<file path="src/emu_regs.vh">
/*
  Timing and encoding constants for the emulation mode control block.
  Assumes a single 20 MHz processor oscillator clock with no dividers outside.
*/
`ifndef EMU_REGS_VH
`define EMU_REGS_VH

// ------------------------------------------------------------------
// state sequence
// ------------------------------------------------------------------
`define STATES_PER_CYCLE   6
`define PHASES_PER_STATE   2
`define STATE_W            3
`define STATE_S1           3'h0
`define STATE_S2           3'h1
`define STATE_S4           3'h3
`define STATE_LAST         3'h5

// ------------------------------------------------------------------
// forced instruction and exit timing
// ------------------------------------------------------------------
`define NOP_OPCODE         8'h00
`define EXIT_STATES        4
`define STATE_CNT_W        3

`endif

</file>
<file path="src/sync_2ff.v">
/*
  Two flip-flop synchroniser for one level.
  Assumes clk is the oscillator clock and din may change at any time.
*/
`timescale 1ns/1ps
`default_nettype none

module sync_2ff (
  // clock and reset
  input  wire clk,
  input  wire rstn,
  // level
  input  wire din,
  output wire dout
);

  reg meta_reg;
  reg sync_reg;

  always @(posedge clk) begin
    if (!rstn) begin
      meta_reg <= 1'b0;
      sync_reg <= 1'b0;
    end else begin
      meta_reg <= din;
      sync_reg <= meta_reg;
    end
  end

  assign dout = sync_reg;

endmodule // sync_2ff

`default_nettype wire

</file>
<file path="src/state_sequencer.v">
/*
  Machine state sequencer: two oscillator phases per state, six states per
  machine cycle. Advances only while run is high, so a stop lands on a
  whole-state boundary. Assumes run is a registered level on clk.
*/
`timescale 1ns/1ps
`default_nettype none
`include "emu_regs.vh"

module state_sequencer (
  // clock and reset
  input  wire                  clk,
  input  wire                  rstn,
  // control
  input  wire                  run,
  // sequence
  output reg                   phase_reg,
  output reg  [`STATE_W-1:0]   state_reg,
  output wire                  state_end
);

  // a state ends on the second phase while running
  assign state_end = run & phase_reg;

  always @(posedge clk) begin
    if (!rstn) begin
      phase_reg <= 1'b0;
      state_reg <= `STATE_S1;
    end else if (run) begin
      phase_reg <= ~phase_reg;
      if (phase_reg) begin
        if (state_reg == `STATE_LAST)
          state_reg <= `STATE_S1;
        else
          state_reg <= state_reg + 3'h1;
      end
    end
  end

endmodule // state_sequencer

`default_nettype wire

</file>
<file path="src/emulation_mode_control.v">
/*
  Emulation mode control: freezes the internal state clock on an emulator
  request, reports emulation on an active indicator, forces a no-operation
  on exit, and steers the address-space select and external strobes.
  Assumes one 20 MHz oscillator clock; emulator pins are asynchronous;
  core-side inputs come from logic on clk. Pin pulls are pad cells outside.
  Only one emulator strobe is expected low at a time.
*/
// What this block does
// - normal mode: select low program, high data
// - emulation select low: internal state access allowed
// - emulation select high: external memory accessible
// - select high: data strobes weakly pulled only
// - standard type: port zero optionally floated
// - request defaults low by internal pull
// - request high: freeze states, oscillator runs
// - emulation exposes registers, counter, RAM, memory
// - request low: restart clock, resume prior mode
// - indicator rises end of next S1
// - exit loads no-operation opcode into instruction
// - first instruction after exit is no-operation
// - four states fetch ignored second byte
// - indicator falls four states after exit
// - output clock marks each first state
`timescale 1ns/1ps
`default_nettype none
`include "emu_regs.vh"

module emulation_mode_control #(
  parameter EXIT_STATES = `EXIT_STATES
) (
  // clock and reset
  input  wire       clk,
  input  wire       rstn,
  // emulator pins
  input  wire       emulation_request,
  input  wire       select_in,
  input  wire [1:0] upper_address_port,
  output reg        emulation_active,
  output reg        state_one_clock,
  // address-space select pin
  output reg        select_out,
  output reg        select_oe,
  // core side
  input  wire       standard_type,
  input  wire       port_zero_float_option,
  input  wire       core_data_access,
  input  wire       instr_boundary,
  input  wire [7:0] instruction_in,
  output reg  [7:0] instruction_register,
  output reg        state_run,
  output reg        internal_access_en,
  output reg        internal_write,
  output reg        internal_read,
  output reg        external_access_en,
  output reg        nop_forced,
  // external pins
  output reg        data_strobe_drive_en,
  output reg        port_zero_float
);

  // ------------------------------------------------------------------
  // state machine encodings
  // ------------------------------------------------------------------
  localparam [3:0] RUN_ST    = 4'b0001;
  localparam [3:0] ENTER_ST  = 4'b0010;
  localparam [3:0] FROZEN_ST = 4'b0100;
  localparam [3:0] EXIT_ST   = 4'b1000;

  // counter compares against the exit count less one, cut to its own width
  localparam integer            EXIT_LAST_I = EXIT_STATES - 1;
  localparam [`STATE_CNT_W-1:0] EXIT_LAST   = EXIT_LAST_I[`STATE_CNT_W-1:0];

  reg  [3:0]              mode_reg;
  reg  [3:0]              mode_next;
  reg  [`STATE_CNT_W-1:0] exit_cnt_reg;
  reg  [`STATE_CNT_W-1:0] exit_cnt_next;
  reg                     pending_reg;
  reg                     active_next;
  reg                     run_next;
  wire                    req_sync;
  wire                    sel_sync;
  wire [1:0]              strobe_sync;
  wire                    phase;
  wire [`STATE_W-1:0]     state;
  wire                    state_end;
  wire                    wr_strobe;
  wire                    rd_strobe;

  // ------------------------------------------------------------------
  // input synchronisers
  // ------------------------------------------------------------------
  // the pin pull-down itself sits in the pad; reset value keeps it low
  sync_2ff u_req_sync (
    .clk  (clk),
    .rstn (rstn),
    .din  (emulation_request),
    .dout (req_sync)
  );

  sync_2ff u_sel_sync (
    .clk  (clk),
    .rstn (rstn),
    .din  (select_in),
    .dout (sel_sync)
  );

  sync_2ff u_wr_sync (
    .clk  (clk),
    .rstn (rstn),
    .din  (upper_address_port[0]),
    .dout (strobe_sync[0])
  );

  sync_2ff u_rd_sync (
    .clk  (clk),
    .rstn (rstn),
    .din  (upper_address_port[1]),
    .dout (strobe_sync[1])
  );

  // ------------------------------------------------------------------
  // state sequencer
  // ------------------------------------------------------------------
  state_sequencer u_seq (
    .clk       (clk),
    .rstn      (rstn),
    .run       (state_run),
    .phase_reg (phase),
    .state_reg (state),
    .state_end (state_end)
  );

  // ------------------------------------------------------------------
  // request qualification
  // ------------------------------------------------------------------
  // request seen mid-instruction waits for the next instruction's S1
  always @(posedge clk) begin
    if (!rstn)
      pending_reg <= 1'b0;
    else if (!req_sync)
      pending_reg <= 1'b0;
    else if (instr_boundary)
      pending_reg <= 1'b1;
  end

  // ------------------------------------------------------------------
  // mode control
  // ------------------------------------------------------------------
  always @* begin
    mode_next     = mode_reg;
    exit_cnt_next = exit_cnt_reg;
    active_next   = emulation_active;
    run_next      = state_run;
    case (mode_reg)
      RUN_ST: begin
        run_next = 1'b1;
        if (pending_reg && req_sync && state == `STATE_S1 && state_end) begin
          mode_next   = ENTER_ST;
          active_next = 1'b1;
        end
      end
      ENTER_ST: begin
        // stop at the end of S2 so a whole state is kept
        if (state == `STATE_S2 && state_end) begin
          run_next  = 1'b0;
          mode_next = FROZEN_ST;
        end
      end
      FROZEN_ST: begin
        run_next = 1'b0;
        if (!req_sync) begin
          run_next      = 1'b1;
          exit_cnt_next = {`STATE_CNT_W{1'b0}};
          mode_next     = EXIT_ST;
        end
      end
      EXIT_ST: begin
        if (state_end) begin
          if (exit_cnt_reg == EXIT_LAST) begin
            active_next = 1'b0;
            mode_next   = RUN_ST;
          end else begin
            exit_cnt_next = exit_cnt_reg + 3'h1;
          end
        end
      end
      default: begin
        mode_next   = RUN_ST;
        run_next    = 1'b1;
        active_next = 1'b0;
      end
    endcase
  end

  // ------------------------------------------------------------------
  // mode registers
  // ------------------------------------------------------------------
  always @(posedge clk) begin
    if (!rstn) begin
      mode_reg         <= RUN_ST;
      exit_cnt_reg     <= 3'h0;
      emulation_active <= 1'b0;
      state_run        <= 1'b1;
    end else begin
      mode_reg         <= mode_next;
      exit_cnt_reg     <= exit_cnt_next;
      emulation_active <= active_next;
      state_run        <= run_next;
    end
  end

  // ------------------------------------------------------------------
  // instruction register and forced no-operation
  // ------------------------------------------------------------------
  // pc may have moved while frozen, so the held opcode is stale
  always @(posedge clk) begin
    if (!rstn) begin
      instruction_register <= `NOP_OPCODE;
      nop_forced           <= 1'b0;
    end else if (mode_reg == FROZEN_ST && !req_sync) begin
      instruction_register <= `NOP_OPCODE;
      nop_forced           <= 1'b1;
    end else if (mode_reg == RUN_ST && state_run && instr_boundary) begin
      instruction_register <= instruction_in;
      nop_forced           <= 1'b0;
    end
  end

  // ------------------------------------------------------------------
  // emulator strobe decode
  // ------------------------------------------------------------------
  // both strobes low is no legal cycle, so neither access is raised
  assign wr_strobe = ~sel_sync & ~strobe_sync[0] & strobe_sync[1];
  assign rd_strobe = ~sel_sync & ~strobe_sync[1] & strobe_sync[0];

  // ------------------------------------------------------------------
  // address-space select and access steering
  // ------------------------------------------------------------------
  always @(posedge clk) begin
    if (!rstn) begin
      select_out           <= 1'b0;
      select_oe            <= 1'b1;
      internal_access_en   <= 1'b0;
      internal_write       <= 1'b0;
      internal_read        <= 1'b0;
      external_access_en   <= 1'b0;
      data_strobe_drive_en <= 1'b1;
      port_zero_float      <= 1'b0;
    end else if (mode_reg == FROZEN_ST) begin
      // emulator owns the select pin while frozen
      select_out           <= 1'b0;
      select_oe            <= 1'b0;
      internal_access_en   <= ~sel_sync;
      internal_write       <= wr_strobe;
      internal_read        <= rd_strobe;
      external_access_en   <= sel_sync;
      data_strobe_drive_en <= ~sel_sync;
      port_zero_float      <= sel_sync & standard_type
                              & port_zero_float_option;
    end else begin
      select_out           <= core_data_access;
      select_oe            <= 1'b1;
      internal_access_en   <= 1'b0;
      internal_write       <= 1'b0;
      internal_read        <= 1'b0;
      external_access_en   <= 1'b0;
      data_strobe_drive_en <= 1'b1;
      port_zero_float      <= 1'b0;
    end
  end

  // ------------------------------------------------------------------
  // state one clock
  // ------------------------------------------------------------------
  always @(posedge clk) begin
    if (!rstn)
      state_one_clock <= 1'b0;
    else
      state_one_clock <= state_run & (state == `STATE_S1) & ~phase;
  end

endmodule // emulation_mode_control

`default_nettype wire

</file>
<file path="config.mk">
export PLATFORM = sky130hd
export DESIGN_NAME = emulation_mode_control
export DESIGN_NICKNAME = d
export VERILOG_FILES = /design/src/sync_2ff.v /design/src/state_sequencer.v /design/src/emulation_mode_control.v
export VERILOG_INCLUDE_DIRS = /design/src
export SDC_FILE = /design/constraint.sdc
export NUM_CORES = 1
export LEC_CHECK = 0
export BUFFER_PORTS_ARGS = -buffer_cell sky130_fd_sc_hd__buf_2
export CAP_MARGIN = 15
export CORE_UTILIZATION = 50
export CTS_CLUSTER_SIZE = 12
export DETAILED_ROUTE_END_ITERATION = 6
export PLACE_DENSITY = 0.76
export SLEW_MARGIN = 25
export SYNTH_ARGS = -nofsm -noshare
export SYNTH_HDL_FRONTEND = slang
export SYNTH_SLANG_ARGS = --single-unit
</file>
<file path="constraint.sdc">
create_clock -name clk -period 5.8 [get_ports clk]
set_input_delay 1.16 -clock clk [delete_from_list [all_inputs] [get_ports clk]]
set_output_delay 1.16 -clock clk [all_outputs]
set_load 0.01 [all_outputs]
</file>
==> results of run 1 <==
[synth_stat cells]
master,n
a2bb2oi_1,1
ha_1,2
nor2_2,1
nor4b_1,4
mux2_2,1
a21oi_1,8
and2_1,9
or3_1,1
o21ai_0,2
a21oi_2,1
o31ai_1,1
buf_6,1
nand4_1,1
o21a_1,1
o2111ai_1,1
or3b_1,1
o21ai_1,1
and2b_1,1
clkbuf_1,3
nor2_1,17
inv_1,3
nor3_1,2
dfxtp_1,40
o41ai_1,2
buf_2,3
nor4b_4,2
nor2b_1,1
o211a_1,1
o221ai_1,1
and3_1,2
nand2b_1,2
nor4_1,1
nand2_1,8
clkinv_1,1
xnor2_1,2
nand3_1,2
nand3b_1,1
or4b_1,1
o22ai_1,1
mux2i_1,9
[cell type report]
type	instances	area (µm²)	share of cell area
well taps	31	38.79	0.02210
multi-input cells	92	625.6	0.3564
clock inverters	2	38.79	0.02210
repair buffers	37	185.2	0.1055
clock buffers	6	51.30	0.02922
inverters	4	15.01	0.008553
flip-flops and latches	40	800.8	0.4562
[routing by layer]
layer | share of wire | global-route usage | vias up
met5 | 0 | 0 | -
met4 | 0.022 | 0.1185 | 0
met3 | 0.068 | 0.05530 | 8
met2 | 0.47 | 0.2942 | 46
met1 | 0.44 | 0.2162 | 506
li1 | - | - | 568
[stage by stage]
step | hold WS, ns | utilization | area, µm² | setup slack, ns
floorplan | 0.3897 | - | 1479 | 3.866
global placement | 0.3994 | 0.5987 | 1665 | 3.699
detailed placement | 0.4026 | 0.5987 | 1665 | 3.600
CTS | 0.4210 | 0.6311 | 1755 | 3.562
global route | 0.4575 | 0.6311 | 1755 | 3.476
finish | 0.4189 | 0.6311 | 1755 | 3.563
[path summary, 6_finish.rpt]
check | end | slack [ns] | cells after the start
worst max-delay path | mode_reg[0] | 3.56 | 5
worst min-delay path | internal_write | 0.42 | 1
worst max register to register | mode_reg[0] | 3.56 | 5
worst min register to register | internal_write | 0.42 | 1
[logic make-up (layout without fill, tap and decap cells)]
kind of cell,Yosys count,count (layout),synth area share
XOR/XNOR,2,2,0.01185
AO/OA/AOI/OAI,21,21,0.09392
buffers and inverters,11,49,0.03553
AND/OR/NAND/NOR,57,57,0.2318
multiplexers,10,10,0.06853
adder cells (fa/ha/maj),2,2,0.01692
flip-flops,40,40,0.5415
[worst max-delay path: stages, from the launching register on]
cell and delay, ns:
dfxtp_1 0.53, nand3_1 0.22, o31ai_1 0.51, o2111ai_1 0.29, o41ai_1 0.47, nand2b_1 0.17
[power by group]
part           internal, mW  switching [mW]
Clock                 0.103          0.0890
Sequential            0.291          0.0129
Combinational        0.0338          0.0369
==> impl_metrics.py, run 1 <==
metrics = {
    "run_status": {
        "status": "finished, final reports clean",
    },
    "yosys": {
        "synth-seq-area-share": 0.5415,
        "syn_area_um2": 1479,
        "synth-seq-cells": 40,
        "synth.distinct_cells": 40,
        "syn-instance-count": 143,
        "synth_area_leaders": "dfxtp_1 (54%), mux2i_1 (6.1%), nor2_1 (4.3%)",
        "yosys_warnings": 0,
        "yosys.area.top_type": "dfxtp_1",
        "synth_top_area_frac": 0.5415,
        "syn-mean-instance-area_um2": 10.34,
        "syn_nets": 163,
    },
    "final_layout": {
        "final_cells": 212,
        "nFillCells": 234,
        "mostFrequentLayoutCell": "dfxtp_1",
        "largest_reg_flops": 8,
        "nets": 200,
        "n_antenna_cell": 0,
        "layout_common_cells": "dfxtp_1 (40), buf_2 (37), nor2_1 (17)",
        "layout-drive-gt1-share": 0.2762,
        "area_growth_pct": 18.70,
    },
    "clocking": {
        "cts_num_sinks": 40,
        "clockBufferDepth": 2,
        "root_buffer": "clkbuf_4",
        "clk_pin_slew_ns": 0.12,
        "cts_tree": "built",
        "cts_setup_buffers": 0,
        "insertion_delay_ns": 0.34,
        "h-tree-depth": 2,
        "cts_buffers": 5,
        "ctsResizeCount": 0,
        "postCtsHoldBufs": 0,
    },
    "global_routing": {
        "grt_pass1_vias": 1050,
        "grt_use_total": 0.1848,
        "antenna_found_initial": 0,
        "grt_max_degree": 20,
        "grt_overflow": 0,
        "grt_pass1_wl_um": 4478,
    },
    "setup_path": {
        "start_kind": "flop",
        "crit_arrival_ns": 2.52,
        "critical_path_class": "reg -> reg",
        "critPathLaunch": "state_run",
        "path_max_fanout": 9,
        "critPathCaptureType": "flop",
        "worstReg2RegStart": "state_run",
        "crit_required_ns": 6.09,
    },
    "sta": {
        "worst_pin_slew_ns": 0.7008,
        "finalSetupViolations": 0,
        "rsz0062_at_grt": "false",
        "finalSetupTns_ns": 0,
        "slew_headroom": 0.5262,
        "min_period_ns": 2.237,
        "fin_crit_sh": 0.3856,
        "finClkSkew_ns": 0.004197,
        "fmax_ghz": 0.4471,
        "final_max_slew_viol_count": 0,
        "hold_viol_final": 0,
    },
    "die": {
        "ioPinCount": 38,
        "die_h_um": 56.39,
        "rows": 19,
        "die_x_um": 56.39,
        "dieArea_um2": 3179,
        "core_um2": 2781,
        "start_util": 0.5317,
    },
    "drt": {
        "via_per_inst": 5.321,
        "drtIter0Drc": 22,
        "drtAntennaViolNets": 0,
        "totalWireLength_um": 2651,
        "route.detailed.drc": 0,
        "vias": 1128,
        "drt-pass1-iter-count": 4,
        "wl_per_cell_um": 12.50,
    },
    "placement": {
        "place_inst": 204,
        "place_congestion": 0.8649,
        "port_buffers": 37,
        "post-dp-hpwl_um": 1929,
    },
    "power": {
        "vdd_drop_max_uv": 302.3,
        "power_uw": 567.2,
        "p_per_area_nw_per_um2": 323.1,
        "leakagePower_nw": 0.7859,
    },
    "flow_run": {
        "max_cap_viol_count": 0,
    },
    "hold_path": {
        "hp-class": "reg -> reg",
        "hp-start": "u_wr_sync.dout",
    },
}
(Power assumes the default switching activity.)
==> inputs of run 2 (changes only) <==
--- a/config.mk
+++ b/config.mk
@@ -8,10 +8,10 @@
 export LEC_CHECK = 0
 export BUFFER_PORTS_ARGS = -buffer_cell sky130_fd_sc_hd__buf_2
 export CAP_MARGIN = 15
-export CORE_UTILIZATION = 50
+export CORE_UTILIZATION = 46
 export CTS_CLUSTER_SIZE = 12
 export DETAILED_ROUTE_END_ITERATION = 6
-export PLACE_DENSITY = 0.76
+export PLACE_DENSITY = 0.74
 export SLEW_MARGIN = 25
 export SYNTH_ARGS = -nofsm -noshare
 export SYNTH_HDL_FRONTEND = slang
==> constraint.sdc (replaced) <==
create_clock -name clk -period 2 [get_ports clk]
set_input_delay 0.4 -clock clk [delete_from_list [all_inputs] [get_ports clk]]
set_output_delay 0.4 -clock clk [all_outputs]
set_load 0.01 [all_outputs]
==> impl_metrics.py, run 2 (synthesized netlist as in run 1, its figures left out) <==
metrics = {
    "placement": {
        "place_congestion": 0.8957,
        "post-dp-hpwl_um": 2075,
        "port_buffers": 37,
    },
    "die": {
        "dieArea_um2": 3446,
        "ioPinCount": 38,
        "rows": 20,
        "start_util": 0.4844,
        "die_h_um": 58.70,
        "core_um2": 3053,
        "die_x_um": 58.70,
    },
    "power": {
        "vdd_drop_max_uv": 399.7,
        "leakagePower_nw": 0.8336,
        "p_per_area_nw_per_um2": 826.5,
    },
    "sta": {
        "rsz0062_at_grt": "false",
        "fin_crit_sh": 0.9669,
        "hold_viol_final": 0,
        "finalSetupTns_ns": 0,
        "final_max_slew_viol_count": 0,
        "finalSetupViolations": 0,
        "min_period_ns": 1.934,
        "finClkSkew_ns": 0.005948,
        "slew_headroom": 0.7549,
        "worst_pin_slew_ns": 0.3637,
        "fmax_ghz": 0.5171,
    },
    "setup_path": {
        "reg2reg_slack_ns": 0.07,
        "crit_path_max_incr_delay_ns": 0.58,
        "critical_path_class": "reg -> reg",
        "path_max_fanout": 5,
        "path_delay_family": "simple AND/OR/NAND/NOR gates",
        "path_cells": "or4b_1, nor4b_4, nor2_2, or3b_1, a21oi_2",
        "crit_arrival_ns": 2.21,
        "crit_required_ns": 2.27,
        "crit_slowest_cell": "or4b_1",
        "start_kind": "flop",
        "cp.buffers_inverters": 0,
        "critPathCaptureType": "flop",
    },
    "flow_run": {
        "max_cap_viol_count": 0,
    },
    "drt": {
        "vias": 1179,
        "route.met3.wl_um": 162,
        "dr_wl_met2_um": 1382,
        "route.detailed.drc": 0,
        "top_layer_used": "met4",
        "drt-pass1-iter-count": 4,
        "totalWireLength_um": 2886,
        "wl_per_cell_um": 12.28,
        "wl_met1_um": 1305,
        "via_per_inst": 5.017,
        "drtAntennaViolNets": 0,
        "drtIter0Drc": 25,
    },
    "global_routing": {
        "grt_max_degree": 20,
        "grt_use_total": 0.1799,
        "grt_pass1_vias": 1067,
        "grt_overflow": 0,
        "grt_pass1_wl_um": 4588,
        "antenna_found_initial": 0,
    },
    "final_layout": {
        "nets": 211,
        "layout-drive-gt1-share": 0.3246,
        "post-route-util": 0.6033,
        "area_growth_pct": 24.53,
        "layout_common_cells": "dfxtp_1 (40), buf_2 (37), nor2_1 (17)",
        "mostFrequentLayoutCell": "dfxtp_1",
        "largest_reg_flops": 8,
        "n_antenna_cell": 0,
    },
    "clocking": {
        "cts_buffers": 5,
        "insertion_delay_ns": 0.34,
        "clockBufferDepth": 2,
        "cts_tree": "built",
        "clk_pin_slew_ns": 0.11,
        "cts_num_sinks": 40,
        "root_buffer": "clkbuf_4",
        "h-tree-depth": 2,
    },
    "run_status": {
        "status": "finished, final reports clean",
    },
    "hold_path": {
        "hp-class": "in -> reg",
    },
}
[run 2: cell count changes in the layout (fill, tap and decap cells not counted), sizes merged]
cell,change
bufinv,-1
buf,+11
clkinvlp,+1
clkbuf,-1
[run 2: metrics by stage]
stage               total power, mW  std cells  instance area, µm²  hold slack [ns]  setup WS [ns]
floorplan                     1.038        143                1479           0.3897         0.1097
global placement              1.145        228                1777           0.3980         0.1513
detailed placement            1.156        228                1777           0.4201        0.08422
CTS                           1.527        235                1827           0.2389        0.06480
global route                  1.602        235                1842           0.2388       0.006182
finish                        1.522        235                1842           0.2601        0.06627
[run 2: path summary, 6_finish.rpt]
kind,cells past startpoint,endpoint,startpoint
min reg2reg,1,u_req_sync.dout,u_req_sync.meta_reg
max,5,exit_cnt_reg[1],mode_reg[0]
max reg2reg,5,exit_cnt_reg[1],mode_reg[0]
min,2,u_req_sync.meta_reg,emulation_request
[run 2: worst register-to-register path, stage by stage (launching register included)]
cell and delay [ns]:
dfxtp_1 0.39, or4b_1 0.59, nor4b_4 0.27, nor2_2 0.09
or3b_1 0.40, a21oi_2 0.15
[run 2: per-layer routing]
metal,up-vias,GRT usage
li1,588,-
met1,542,0.2309
met2,44,0.2890
met3,5,0.04176
met4,0,0.08163
met5,-,0
[run 2: final cells by class]
class / count / area (µm²)
Tap cell: 44 / 55.05
Fill cell: 279 / 1211
Inverter: 4 / 15.01
Timing Repair Buffer: 48 / 280.3
Clock inverter: 2 / 12.51
Multi-Input combinational cell: 92 / 640.6
Sequential cell: 40 / 800.8
Clock buffer: 5 / 37.54
[run 2: power breakdown]
part           internal, mW  switching (mW)  total [mW]
Clock                 0.128           0.245       0.373
Sequential            0.845          0.0314       0.876
Combinational         0.140           0.133       0.273
Total                  1.11           0.409        1.52
[run 2: timing repair]
item / in CTS / in global routing
setup endpoints to repair: 0 / 2
hold endpoints to repair: 0 / 0
hold buffers: 0 / 0
buffers inserted: 0 / 0
resized for setup: 0 / 2
==> inputs of run 3 (changes only) <==
--- a/config.mk
+++ b/config.mk
@@ -8,9 +8,11 @@
 export LEC_CHECK = 0
 export BUFFER_PORTS_ARGS = -buffer_cell sky130_fd_sc_hd__buf_2
 export CAP_MARGIN = 15
+export CORE_MARGIN = 4
 export CORE_UTILIZATION = 46
 export CTS_CLUSTER_SIZE = 12
 export DETAILED_ROUTE_END_ITERATION = 6
+export HOLD_SLACK_MARGIN = 0.12
 export PLACE_DENSITY = 0.74
 export SLEW_MARGIN = 25
 export SYNTH_ARGS = -nofsm -noshare
==> impl_metrics.py, run 3 (synthesized netlist as in run 1, its figures left out) <==
metrics = {
    "die": {
        "core_um2": 3053,
        "ioPinCount": 38,
        "dieArea_um2": 4186,
        "rows": 20,
        "die_x_um": 64.70,
        "die_h_um": 64.70,
        "start_util": 0.4844,
    },
    "sta": {
        "finalSetupTns_ns": 0,
        "fin_crit_sh": 0.9354,
        "min_period_ns": 1.871,
        "final_max_slew_viol_count": 0,
        "slew_headroom": 0.7042,
        "finClkSkew_ns": 0.01247,
        "hold_viol_final": 0,
        "fmax_ghz": 0.5345,
        "worst_pin_slew_ns": 0.4380,
        "rsz0062_at_grt": "false",
        "finalSetupViolations": 0,
    },
    "drt": {
        "vias": 1199,
        "drtIter0Drc": 74,
        "via_per_inst": 5.059,
        "wl_per_cell_um": 12.78,
        "drt-pass1-iter-count": 4,
        "totalWireLength_um": 3030,
        "route.detailed.drc": 0,
        "drtAntennaViolNets": 0,
    },
    "setup_path": {
        "path_max_fanout": 6,
        "path_cells": "or4b_4, nor4b_4, nor2_2, or3b_1, a21oi_2",
        "start_kind": "flop",
        "crit_slowest_cell": "or4b_4",
        "reg2reg_slack_ns": 0.13,
        "worstReg2RegStart": "mode_reg[2]",
        "critical_path_class": "reg -> reg",
        "critPathCaptureType": "flop",
        "crit_required_ns": 2.28,
        "critPathLaunch": "mode_reg[2]",
        "crit_path_max_incr_delay_ns": 0.57,
        "crit_arrival_ns": 2.15,
    },
    "power": {
        "p_int_mw": 1.247,
        "switching_power_uw": 412.5,
        "power_mw": 1.659,
        "swShare": 0.2486,
        "combPwrFrac": 0.163,
        "seqPwrFrac": 0.529,
        "leakagePower_nw": 0.8514,
        "p_per_area_nw_per_um2": 886.4,
        "power_frac_clock": 0.308,
        "vdd_drop_max_uv": 421.2,
    },
    "clocking": {
        "cts_buffers": 5,
        "cts_num_sinks": 40,
        "cts_setup_buffers": 0,
        "cts_tree": "built",
        "root_buffer": "clkbuf_4",
        "clk_pin_slew_ns": 0.12,
        "insertion_delay_ns": 0.34,
        "clockBufferDepth": 2,
        "h-tree-depth": 2,
        "postCtsHoldBufs": 0,
    },
    "flow_run": {
        "max_cap_viol_count": 0,
    },
    "final_layout": {
        "mostFrequentLayoutCell": "dfxtp_1",
        "layout_common_cells": "dfxtp_1 (40), buf_2 (37), nor2_1 (17)",
        "area_growth_pct": 26.57,
        "n_antenna_cell": 0,
        "largest_reg_flops": 8,
        "nets": 212,
        "layout-drive-gt1-share": 0.3264,
    },
    "global_routing": {
        "grt_overflow": 0,
        "grt_use_total": 0.1567,
        "grt_pass1_vias": 1216,
        "grt_pass1_wl_um": 5009,
        "antenna_found_initial": 0,
        "grt_max_degree": 20,
    },
    "hold_path": {
        "hp-class": "in -> reg",
        "hp-start": "emulation_request",
    },
    "placement": {
        "place_congestion": 0.9398,
        "port_buffers": 37,
        "post-dp-hpwl_um": 2319,
    },
    "run_status": {
        "status": "finished, final reports clean",
    },
}
==> run 3: cell count changes in the layout (fill, tap and decap cells not counted) <==
| cell | delta |
|---|---|
| buf_4 | +1 |
| bufinv_16 | +1 |
| clkbuf_1 | +1 |
| clkinvlp_4 | -1 |
| o41ai_1 | +1 |
| o41ai_2 | -1 |
| or4b_1 | -1 |
| or4b_4 | +1 |
==> run 3: worst max-delay path, delay by kind of cell (launching register included) <==
family / cells / cell delay, ns
simple gates: 4 / 1.33
flops: 1 / 0.36
compound gates: 1 / 0.13
==> run 3: worst paths after layout <==
path,endpoint,depth (start not counted)
max,exit_cnt_reg[1],5
min,u_req_sync.meta_reg,2
max reg2reg,exit_cnt_reg[1],5
min reg2reg,internal_read,1
==> run 3: per-stage QoR <==
stage          utilization  hold WS (ns)  instances  cell area (µm²)  setup WS (ns)
2_1_floorplan            -        0.3897        143             1479         0.1097
3_3_place_gp        0.5844        0.3977        229             1784         0.1532
3_5_place_dp        0.5844        0.4129        229             1784        0.08864
4_1_cts             0.6094        0.2367        237             1861        0.07677
5_1_grt             0.6131        0.2240        237             1872       0.009491
6_report            0.6131        0.2569        237             1872         0.1291
==> run 3: what timing repair did <==
action	in CTS	in global routing
endpoints found under the hold margin	0	0
gates resized for setup	0	2
endpoints found under the setup margin	0	3
==> run 3: cell type report <==
type	count	area, µm²
Multi-Input combinational cell	92	636.9
Fill cell	286	1181
Clock buffer	6	41.29
Clock inverter	2	35.03
Inverter	4	15.01
Timing Repair Buffer	49	287.8
Sequential cell	40	800.8
Tap cell	44	55.05
==> run 3: layer usage <==
metal | up-vias | wire (µm) | share of wire | GRT usage
li1 | 595 | - | - | -
met1 | 550 | 1366 | 0.45 | 0.1813
met2 | 43 | 1376 | 0.45 | 0.2490
met3 | 11 | 201 | 0.066 | 0.04679
met4 | 0 | 85 | 0.028 | 0.1029
met5 | - | 0 | 0 | 0
==> run 3: power by group through the flow <==
stage / Sequential [mW] / Combinational (mW) / Clock (mW)
floorplan: 0.907 / 0.130 / 0
global placement: 0.890 / 0.256 / 0
detailed placement: 0.894 / 0.268 / 0
CTS: 0.877 / 0.269 / 0.526
global route: 0.884 / 0.297 / 0.561
finish: 0.877 / 0.270 / 0.512
